`src/design/mfr_cmd_consts.svh`:
```
// Command codes, option fields, reset values and timing for the manufacturer commands
// ----------------------------------------------------------------------------
// Notes on behaviour
// - Status history command answers with a block read of exactly thirty-two bytes.
// - Capture starts right after ramp-up, one word every 8 s, sixteen words.
// - Block packs word 0 in bits 15:0, word n in next slot, word 15 on top.
// - Option bit 7 set: every transaction needs a valid packet error check byte.
// - Option bit 6 enables hybrid ratio regulation below the input warning threshold.
// - Option bit 5 selects linear (0) or non-linear (1) droop slope.
// - Option bit 3 enables adaptive ramp time and dynamic loop compensation together.
// - Option bit 2 enables the dynamic bus voltage function.
// - Option bits 1 and 0 are reserved and drive nothing.
// - Temperature offset is a 16-bit word read, one unit per 0.1 degree.
// - Calibration read gives four bytes: offset in bytes 0-1, slope in bytes 2-3.
// - Sensor select bit 0: internal sensor when clear, remote sensor when set.
// ----------------------------------------------------------------------------
`ifndef MFR_CMD_CONSTS_SVH
`define MFR_CMD_CONSTS_SVH

// ----------------------------------------------------------------------------
// Command codes
// ----------------------------------------------------------------------------
`define CMD_SENSOR_SELECT 8'hDC
`define CMD_STATUS_HISTORY 8'hDF
`define CMD_SPECIAL_OPTION 8'hE0
`define CMD_TEMP_OFFSET 8'hE1
`define CMD_REMOTE_CAL 8'hE2

// ----------------------------------------------------------------------------
// Answer lengths in bytes
// ----------------------------------------------------------------------------
`define LEN_HISTORY 6'h20
`define LEN_CAL 6'h04
`define LEN_WORD 6'h02
`define LEN_BYTE 6'h01

// ----------------------------------------------------------------------------
// Option byte fields
// ----------------------------------------------------------------------------
`define OPT_PEC_BIT 7
`define OPT_HRR_BIT 6
`define OPT_DROOP_BIT 5
`define OPT_ADAPT_BIT 3
`define OPT_DBV_BIT 2
`define OPT_RESET 8'h00
`define SENSOR_RESET 8'h00
`define SENSOR_EXT_BIT 0

// ----------------------------------------------------------------------------
// Capture timing
// ----------------------------------------------------------------------------
`define HISTORY_WORDS 16
`define STATUS_INTERVAL_S 8
`define CLK_HZ 20000000

`endif

```
`src/design/mfr_cmd_pkg.sv`:
```
// Types shared by the manufacturer command register block
package mfr_cmd_pkg;

    typedef struct packed {
        logic valid;
        logic write;
        logic [7:0] code;
        logic [7:0] wdata;
        logic pec_ok;
    } cmd_req_t;

    typedef struct packed {
        logic valid;
        logic [5:0] len;
        logic [255:0] data;
        logic fault_cmd;
        logic fault_data;
        logic fault_pec;
    } cmd_rsp_t;

    typedef struct packed {
        logic pec_required;
        logic hybrid_ratio_regulation;
        logic droop_slope_select;
        logic adaptive_ramp_dynamic_comp;
        logic dynamic_bus_voltage;
        logic temp_sensor_ext;
    } mode_out_t;

    typedef enum logic [1:0] {
        CAP_WAIT,
        CAP_RUN,
        CAP_DONE
    } cap_state_t;

endpackage : mfr_cmd_pkg

```
`src/design/mfr_cmd_regs.sv`:
```
// Manufacturer command register bank: status history, option byte and temperature data
`timescale 1ns/1ns
`include "mfr_cmd_consts.svh"

module mfr_cmd_regs #(
    parameter int unsigned CAPTURE_INTERVAL = `STATUS_INTERVAL_S * `CLK_HZ
) (
    // Clock and reset
    input wire logic ref_clk,
    input wire logic rstn,
    // Decoded command from the bus front end
    input wire mfr_cmd_pkg::cmd_req_t cmd_req,
    output mfr_cmd_pkg::cmd_rsp_t cmd_rsp,
    // Regulator status and ramp
    input wire logic ramp_done,
    input wire logic [15:0] status_word,
    // Trimmed temperature constants
    input wire logic [15:0] temp_offset_int,
    input wire logic [15:0] remote_cal_offset,
    input wire logic [15:0] remote_cal_slope,
    // Mode controls to the regulation loop
    output mfr_cmd_pkg::mode_out_t mode_out
);
    import mfr_cmd_pkg::*;

    // ------------------------------------------------------------------------
    // Ramp input synchroniser
    // ------------------------------------------------------------------------
    // Two stages before any logic reads the pin; a third flop finds the edge
    logic ramp_meta_q;
    logic ramp_sync_q;
    logic ramp_prev_q;

    always_ff @(posedge ref_clk or negedge rstn) begin
        if (!rstn) begin
            ramp_meta_q <= 1'b0;
            ramp_sync_q <= 1'b0;
            ramp_prev_q <= 1'b0;
        end else begin
            ramp_meta_q <= ramp_done;
            ramp_sync_q <= ramp_meta_q;
            ramp_prev_q <= ramp_sync_q;
        end
    end

    // ------------------------------------------------------------------------
    // Status capture
    // ------------------------------------------------------------------------
    // Only the first ramp after reset is recorded; later ramps leave history as is.
    cap_state_t cap_state_q, cap_state_d;
    logic [31:0] tick_q, tick_d;
    logic [3:0] index_q, index_d;
    logic [15:0] hist_q [`HISTORY_WORDS];
    logic store;

    // Counter is 32 bits so the full interval at the real clock fits
    localparam logic [31:0] TICK_LAST = 32'(CAPTURE_INTERVAL - 1);

    always_comb begin
        cap_state_d = cap_state_q;
        tick_d = tick_q;
        index_d = index_q;
        store = 1'b0;
        case (cap_state_q)
            CAP_WAIT: begin
                if (ramp_sync_q && !ramp_prev_q) begin
                    store = 1'b1;
                    tick_d = 32'h0;
                    index_d = 4'h1;
                    cap_state_d = CAP_RUN;
                end
            end
            CAP_RUN: begin
                if (tick_q == TICK_LAST) begin
                    store = 1'b1;
                    tick_d = 32'h0;
                    // Wraps after word 15, harmless once capture has stopped
                    index_d = index_q + 4'h1;
                    if (index_q == 4'(`HISTORY_WORDS - 1)) begin
                        cap_state_d = CAP_DONE;
                    end
                end else begin
                    tick_d = tick_q + 32'h1;
                end
            end
            default: begin
                cap_state_d = CAP_DONE;
            end
        endcase
    end

    always_ff @(posedge ref_clk or negedge rstn) begin
        if (!rstn) begin
            cap_state_q <= CAP_WAIT;
            tick_q <= 32'h0;
            index_q <= 4'h0;
        end else begin
            cap_state_q <= cap_state_d;
            tick_q <= tick_d;
            index_q <= index_d;
        end
    end

    // ------------------------------------------------------------------------
    // History storage
    // ------------------------------------------------------------------------
    // Each slot is written once and then keeps its word until reset
    logic [15:0] hist_d [`HISTORY_WORDS];
    logic [255:0] hist_flat;

    for (genvar i = 0; i < `HISTORY_WORDS; i++) begin : g_hist
        always_comb begin
            hist_d[i] = hist_q[i];
            if (store && index_q == 4'(i)) begin
                hist_d[i] = status_word;
            end
        end

        always_ff @(posedge ref_clk or negedge rstn) begin
            if (!rstn) begin
                hist_q[i] <= 16'h0000;
            end else begin
                hist_q[i] <= hist_d[i];
            end
        end

        assign hist_flat[16*i +: 16] = hist_q[i];
    end

    // ------------------------------------------------------------------------
    // Command handling
    // ------------------------------------------------------------------------
    logic [7:0] option_q, option_d;
    logic [7:0] sensor_q, sensor_d;
    cmd_rsp_t rsp_q, rsp_d;
    mode_out_t mode_q, mode_d;

    always_comb begin
        option_d = option_q;
        sensor_d = sensor_q;
        // A refused request still answers, so the host always sees the fault
        rsp_d = '0;
        rsp_d.valid = cmd_req.valid;
        if (!cmd_req.valid) begin
            rsp_d.valid = 1'b0;
        end else if (option_q[`OPT_PEC_BIT] && !cmd_req.pec_ok) begin
            rsp_d.fault_pec = 1'b1;
        end else if (cmd_req.code == `CMD_SPECIAL_OPTION) begin
            if (cmd_req.write) begin
                option_d = cmd_req.wdata;
            end else begin
                rsp_d.len = `LEN_BYTE;
                rsp_d.data = {248'h0, option_q};
            end
        end else if (cmd_req.code == `CMD_SENSOR_SELECT) begin
            if (cmd_req.write) begin
                sensor_d = cmd_req.wdata;
            end else begin
                rsp_d.len = `LEN_BYTE;
                rsp_d.data = {248'h0, sensor_q};
            end
        end else if (cmd_req.code == `CMD_STATUS_HISTORY) begin
            if (cmd_req.write) begin
                rsp_d.fault_data = 1'b1;
            end else begin
                rsp_d.len = `LEN_HISTORY;
                rsp_d.data = hist_flat;
            end
        end else if (cmd_req.code == `CMD_TEMP_OFFSET) begin
            if (cmd_req.write) begin
                rsp_d.fault_data = 1'b1;
            end else begin
                rsp_d.len = `LEN_WORD;
                rsp_d.data = {240'h0, temp_offset_int};
            end
        end else if (cmd_req.code == `CMD_REMOTE_CAL) begin
            if (cmd_req.write) begin
                rsp_d.fault_data = 1'b1;
            end else begin
                rsp_d.len = `LEN_CAL;
                rsp_d.data = {224'h0, remote_cal_slope, remote_cal_offset};
            end
        end else begin
            rsp_d.fault_cmd = 1'b1;
        end
    end

    // ------------------------------------------------------------------------
    // Mode controls
    // ------------------------------------------------------------------------
    // Driven from the next option value so a mode changes with the write answer
    always_comb begin
        mode_d = '0;
        // Reserved option bits 1:0 are stored for readback but steer nothing
        mode_d.pec_required = option_d[`OPT_PEC_BIT];
        mode_d.hybrid_ratio_regulation = option_d[`OPT_HRR_BIT];
        mode_d.droop_slope_select = option_d[`OPT_DROOP_BIT];
        mode_d.adaptive_ramp_dynamic_comp = option_d[`OPT_ADAPT_BIT];
        mode_d.dynamic_bus_voltage = option_d[`OPT_DBV_BIT];
        mode_d.temp_sensor_ext = sensor_d[`SENSOR_EXT_BIT];
    end

    always_ff @(posedge ref_clk or negedge rstn) begin
        if (!rstn) begin
            option_q <= `OPT_RESET;
            sensor_q <= `SENSOR_RESET;
            rsp_q <= '0;
            mode_q <= '0;
        end else begin
            option_q <= option_d;
            sensor_q <= sensor_d;
            rsp_q <= rsp_d;
            mode_q <= mode_d;
        end
    end

    // ------------------------------------------------------------------------
    // Outputs
    // ------------------------------------------------------------------------
    assign cmd_rsp = rsp_q;
    assign mode_out = mode_q;

endmodule : mfr_cmd_regs

```
`config.mk`:
```
export PLATFORM = sky130hd
export DESIGN_NAME = mfr_cmd_regs
export DESIGN_NICKNAME = d
export VERILOG_FILES = /design/src/design/mfr_cmd_pkg.sv /design/src/design/mfr_cmd_regs.sv
export VERILOG_INCLUDE_DIRS = /design/src /design/src/design
export SDC_FILE = /design/constraint.sdc
export NUM_CORES = 1
export LEC_CHECK = 0
export BUFFER_PORTS_ARGS = -buffer_cell sky130_fd_sc_hd__buf_4
export CAP_MARGIN = 15
export CORE_MARGIN = 5
export CORE_UTILIZATION = 45
export CTS_CLUSTER_DIAMETER = 40
export CTS_CLUSTER_SIZE = 16
export DETAILED_ROUTE_END_ITERATION = 12
export GPL_TIMING_DRIVEN = 0
export PLACE_DENSITY = 0.65
export SLEW_MARGIN = 20
export SYNTH_ARGS = -nofsm -noshare
export SYNTH_HDL_FRONTEND = slang
export SYNTH_SLANG_ARGS = --single-unit
```
`constraint.sdc`:
```
create_clock -name ref_clk -period 3.3 [get_ports ref_clk]
set_input_delay 0.495 -clock ref_clk [delete_from_list [all_inputs] [get_ports ref_clk]]
set_output_delay 0.495 -clock ref_clk [all_outputs]
set_load 0.01 [all_outputs]
```
==> impl_metrics.env <==
export IMPL_cts_tree="done"
export IMPL_cts_sinks=577
export IMPL_core_area_sq_um=48800
export IMPL_root_buffer="clkbuf_16"
export IMPL_leakage_nw=14.3
export IMPL_dieArea_sq_um=53800
export IMPL_drive_gt1_share_pct=40.0
export IMPL_io_buffer_count=354
export IMPL_fin_crit_sh_pct=93.6
export IMPL_grt_overflow_total=0
export IMPL_power_density_nw_per_um2=584
export IMPL_path_clk_slew_ns=0.07
export IMPL_syn2layout_area_growth_pct=29.0
export IMPL_min_to="cmd_rsp[12]"
export IMPL_crit_fanout=10
export IMPL_syn_inst=1527
export IMPL_worst_slew_pin_slew_ns=1.05
export IMPL_routedLengthMet1_um=23900
export IMPL_instances_no_fill=2696
export IMPL_post_route_min_period_ns=3.09
export IMPL_final_cell_mix="577 x dfrtp_1, 365 x buf_4, 229 x and2_1"
export IMPL_antenna_found_initial=0
export IMPL_antenna_left=0
export IMPL_fin_nets=2061
export IMPL_synth_edf_count=0
export IMPL_cts_max_level=3
export IMPL_holdPathStages=3
export IMPL_start_kind="register"
export IMPL_p_total_mw=16.7
export IMPL_reg2reg_slack_ns=0.21
export IMPL_cp_required_ns=3.78
export IMPL_dr_max_layer_used="met4"
export IMPL_grt_max_degree=99
export IMPL_rsz0062_at_grt="no"
export IMPL_holdCritPathClass="in -> reg"
export IMPL_synth_top_flop_cell="dfrtp_1"
export IMPL_grt_pass1_vias=13960
export IMPL_synth_area_sq_um=22200
export IMPL_postCtsSetupBuffers=0
export IMPL_clock_latency_ns=0.61
export IMPL_synthTopCellsByArea="dfrtp_1 65%, mux2_2 8.3%, mux2_4 6.8%"
export IMPL_antennaDiodeCount=0
export IMPL_wl_met2_um=26800
export IMPL_viasPerCell=5.02
export IMPL_start_util_pct=45.4
export IMPL_path_class="reg -> reg"
export IMPL_outcome="finished, final reports clean"
export IMPL_cts_buffers=76
export IMPL_drt_first_pass_iters=5
export IMPL_drc=0
export IMPL_seq_area_frac_synth_pct=65.1
export IMPL_drt_iter0_drc=985
export IMPL_fin_setup_tns_ns=0
export IMPL_ys_seq_elements=577
export IMPL_dpl_hpwl_um=39300
export IMPL_route_met3_wl_um=3160
export IMPL_synth_distinct_cells=57
export IMPL_layout_commonest_cell="dfrtp_1"
export IMPL_hold_slack_ns=0.109
export IMPL_wirelength_um=55700
export IMPL_endpoint_kind="register"
export IMPL_worst_ep_arrival_time_ns=3.56
export IMPL_synth_top_area_share_pct=65.1
export IMPL_hold_violations=0
export IMPL_crit_reg2reg_capture="hist_flat[29]"
export IMPL_max_freq_ghz=0.324
export IMPL_yosysTopAreaCell="dfrtp_1"
export IMPL_dp_cells=2553
export IMPL_setup_viol=0
export IMPL_hp_start="temp_offset_int[9]"
export IMPL_clock_path_buffers=3
export IMPL_ys_async_sr_fraction_pct=100
export IMPL_drv_cap=0
export IMPL_ir_worst_vdd_v=0.000337
export IMPL_vias=13532
export IMPL_die_h_um=232
export IMPL_r2r_start="tick_q[20]"
export IMPL_wl_per_cell_um=20.7
export IMPL_reg2regPathDepth=7
export IMPL_avgSynthCellArea_sq_um=14.5
export IMPL_gp_congestion=0.873
export IMPL_grt_pass1_wl_um=84600
export IMPL_io_pins=358
export IMPL_clock_skew_ns=0.0274
export IMPL_drv_slew=0
export IMPL_core_rowCount=81
export IMPL_grtUsageTotal_pct=20.4
export IMPL_slew_headroom_pct=29.3
export IMPL_yosysWarnings=0
export IMPL_die_w_um=232
## metrics by stage
step / worst slack (ns) / cell area, sq um / utilization (%)
2_1_floorplan: 0.721 / 22200 / -
4_1_cts: 0.174 / 28600 / 58.5
5_1_grt: 0.0987 / 28600 / 58.5
6_report: 0.213 / 28600 / 58.5
3_3_place_gp: -4.26 / 25700 / 52.5
3_5_place_dp: -0.429 / 25900 / 52.9
## per-layer routing
metal	vias up	track usage, %
met5	-	0
met4	0	7.50
met3	90	4.70
met2	355	32.6
met1	6911	27.6
li1	6176	-
## cell type report
class	count	area [sq um]
timing repair buffer	364	2870
fill	3946	20300
sequential	577	14400
multi-input combinational	833	7200
clock inverter	48	601
buffer	100	512
clock buffer	92	2070
tap	664	831
inverter	18	67.6
## cells by family after synthesis
kind of cell	count (synthesis)	share of synthesized area, %
buf+inv	118	2.61
flops	577	65.1
other cells	1	0.0169
compound gates	112	4.33
xor+xnor	20	0.790
fa+ha+maj	5	0.282
simple gates	417	11.1
mux	277	15.7
## report_power, final
group	switching, mW	internal, mW	total (mW)
registers	0.168	7.32	7.49
logic	0.392	0.346	0.738
clock network	3.35	5.11	8.46
## Yosys cell counts (4+ instances only)
cell and n:
xnor2_1 9, mux2_1 9, a31oi_4 10, dfrtp_1 577, nor4_1 18, nand3_1 30
ha_1 5, inv_1 17, a21oi_1 13, mux2i_1 5, a222oi_1 8, buf_1 4
nor2b_1 5, nand4_1 16, and3_1 15, nand2b_1 6, buf_4 11, nor3_1 10
o21ai_0 23, a31oi_1 7, clkbuf_1 69, a22oi_1 16, a22o_1 17, nand2_1 27
buf_6 12, xor2_1 11, mux2_4 100, and2_1 229, mux2_2 163, buf_2 4
nor2_1 42
## registers in the layout, indices dropped and copies added, names as in the netlist
register,cells
ramp_prev_q,1
cmd_rsp,264
index_q,4
option_q,8
ramp_sync_q,1
tick_q,32
cap_state_q,2
ramp_meta_q,1
sensor_q,7
hist_flat,256
mode_out,1
## worst max path at each step
stage,end,depth (start not counted),start
floorplan,hist_flat[10],7,tick_q[20]
global placement,cmd_rsp[0],1,rstn
detailed placement,cmd_rsp[53],8,cmd_req[10]
CTS,cmd_rsp[216],8,cmd_req[10]
global route,hist_flat[30],7,tick_q[18]
finish,hist_flat[29],7,tick_q[20]
## repair_timing
item | in CTS | in global routing
hold buffers | 3 | 0
resized for setup | 0 | 1
endpoints found under the setup margin | 0 | 13
endpoints found under the hold margin | 45 | 0
## worst max-delay path: stages, from the launching register on
cell     delay, ns
dfrtp_1       0.41
nor4_1        0.43
nand4_2       0.32
or4_1         0.60
buf_2         0.20
o21ai_4       0.38
buf_4         0.28
mux2_2        0.35
Power figures use the tool's default switching activity.
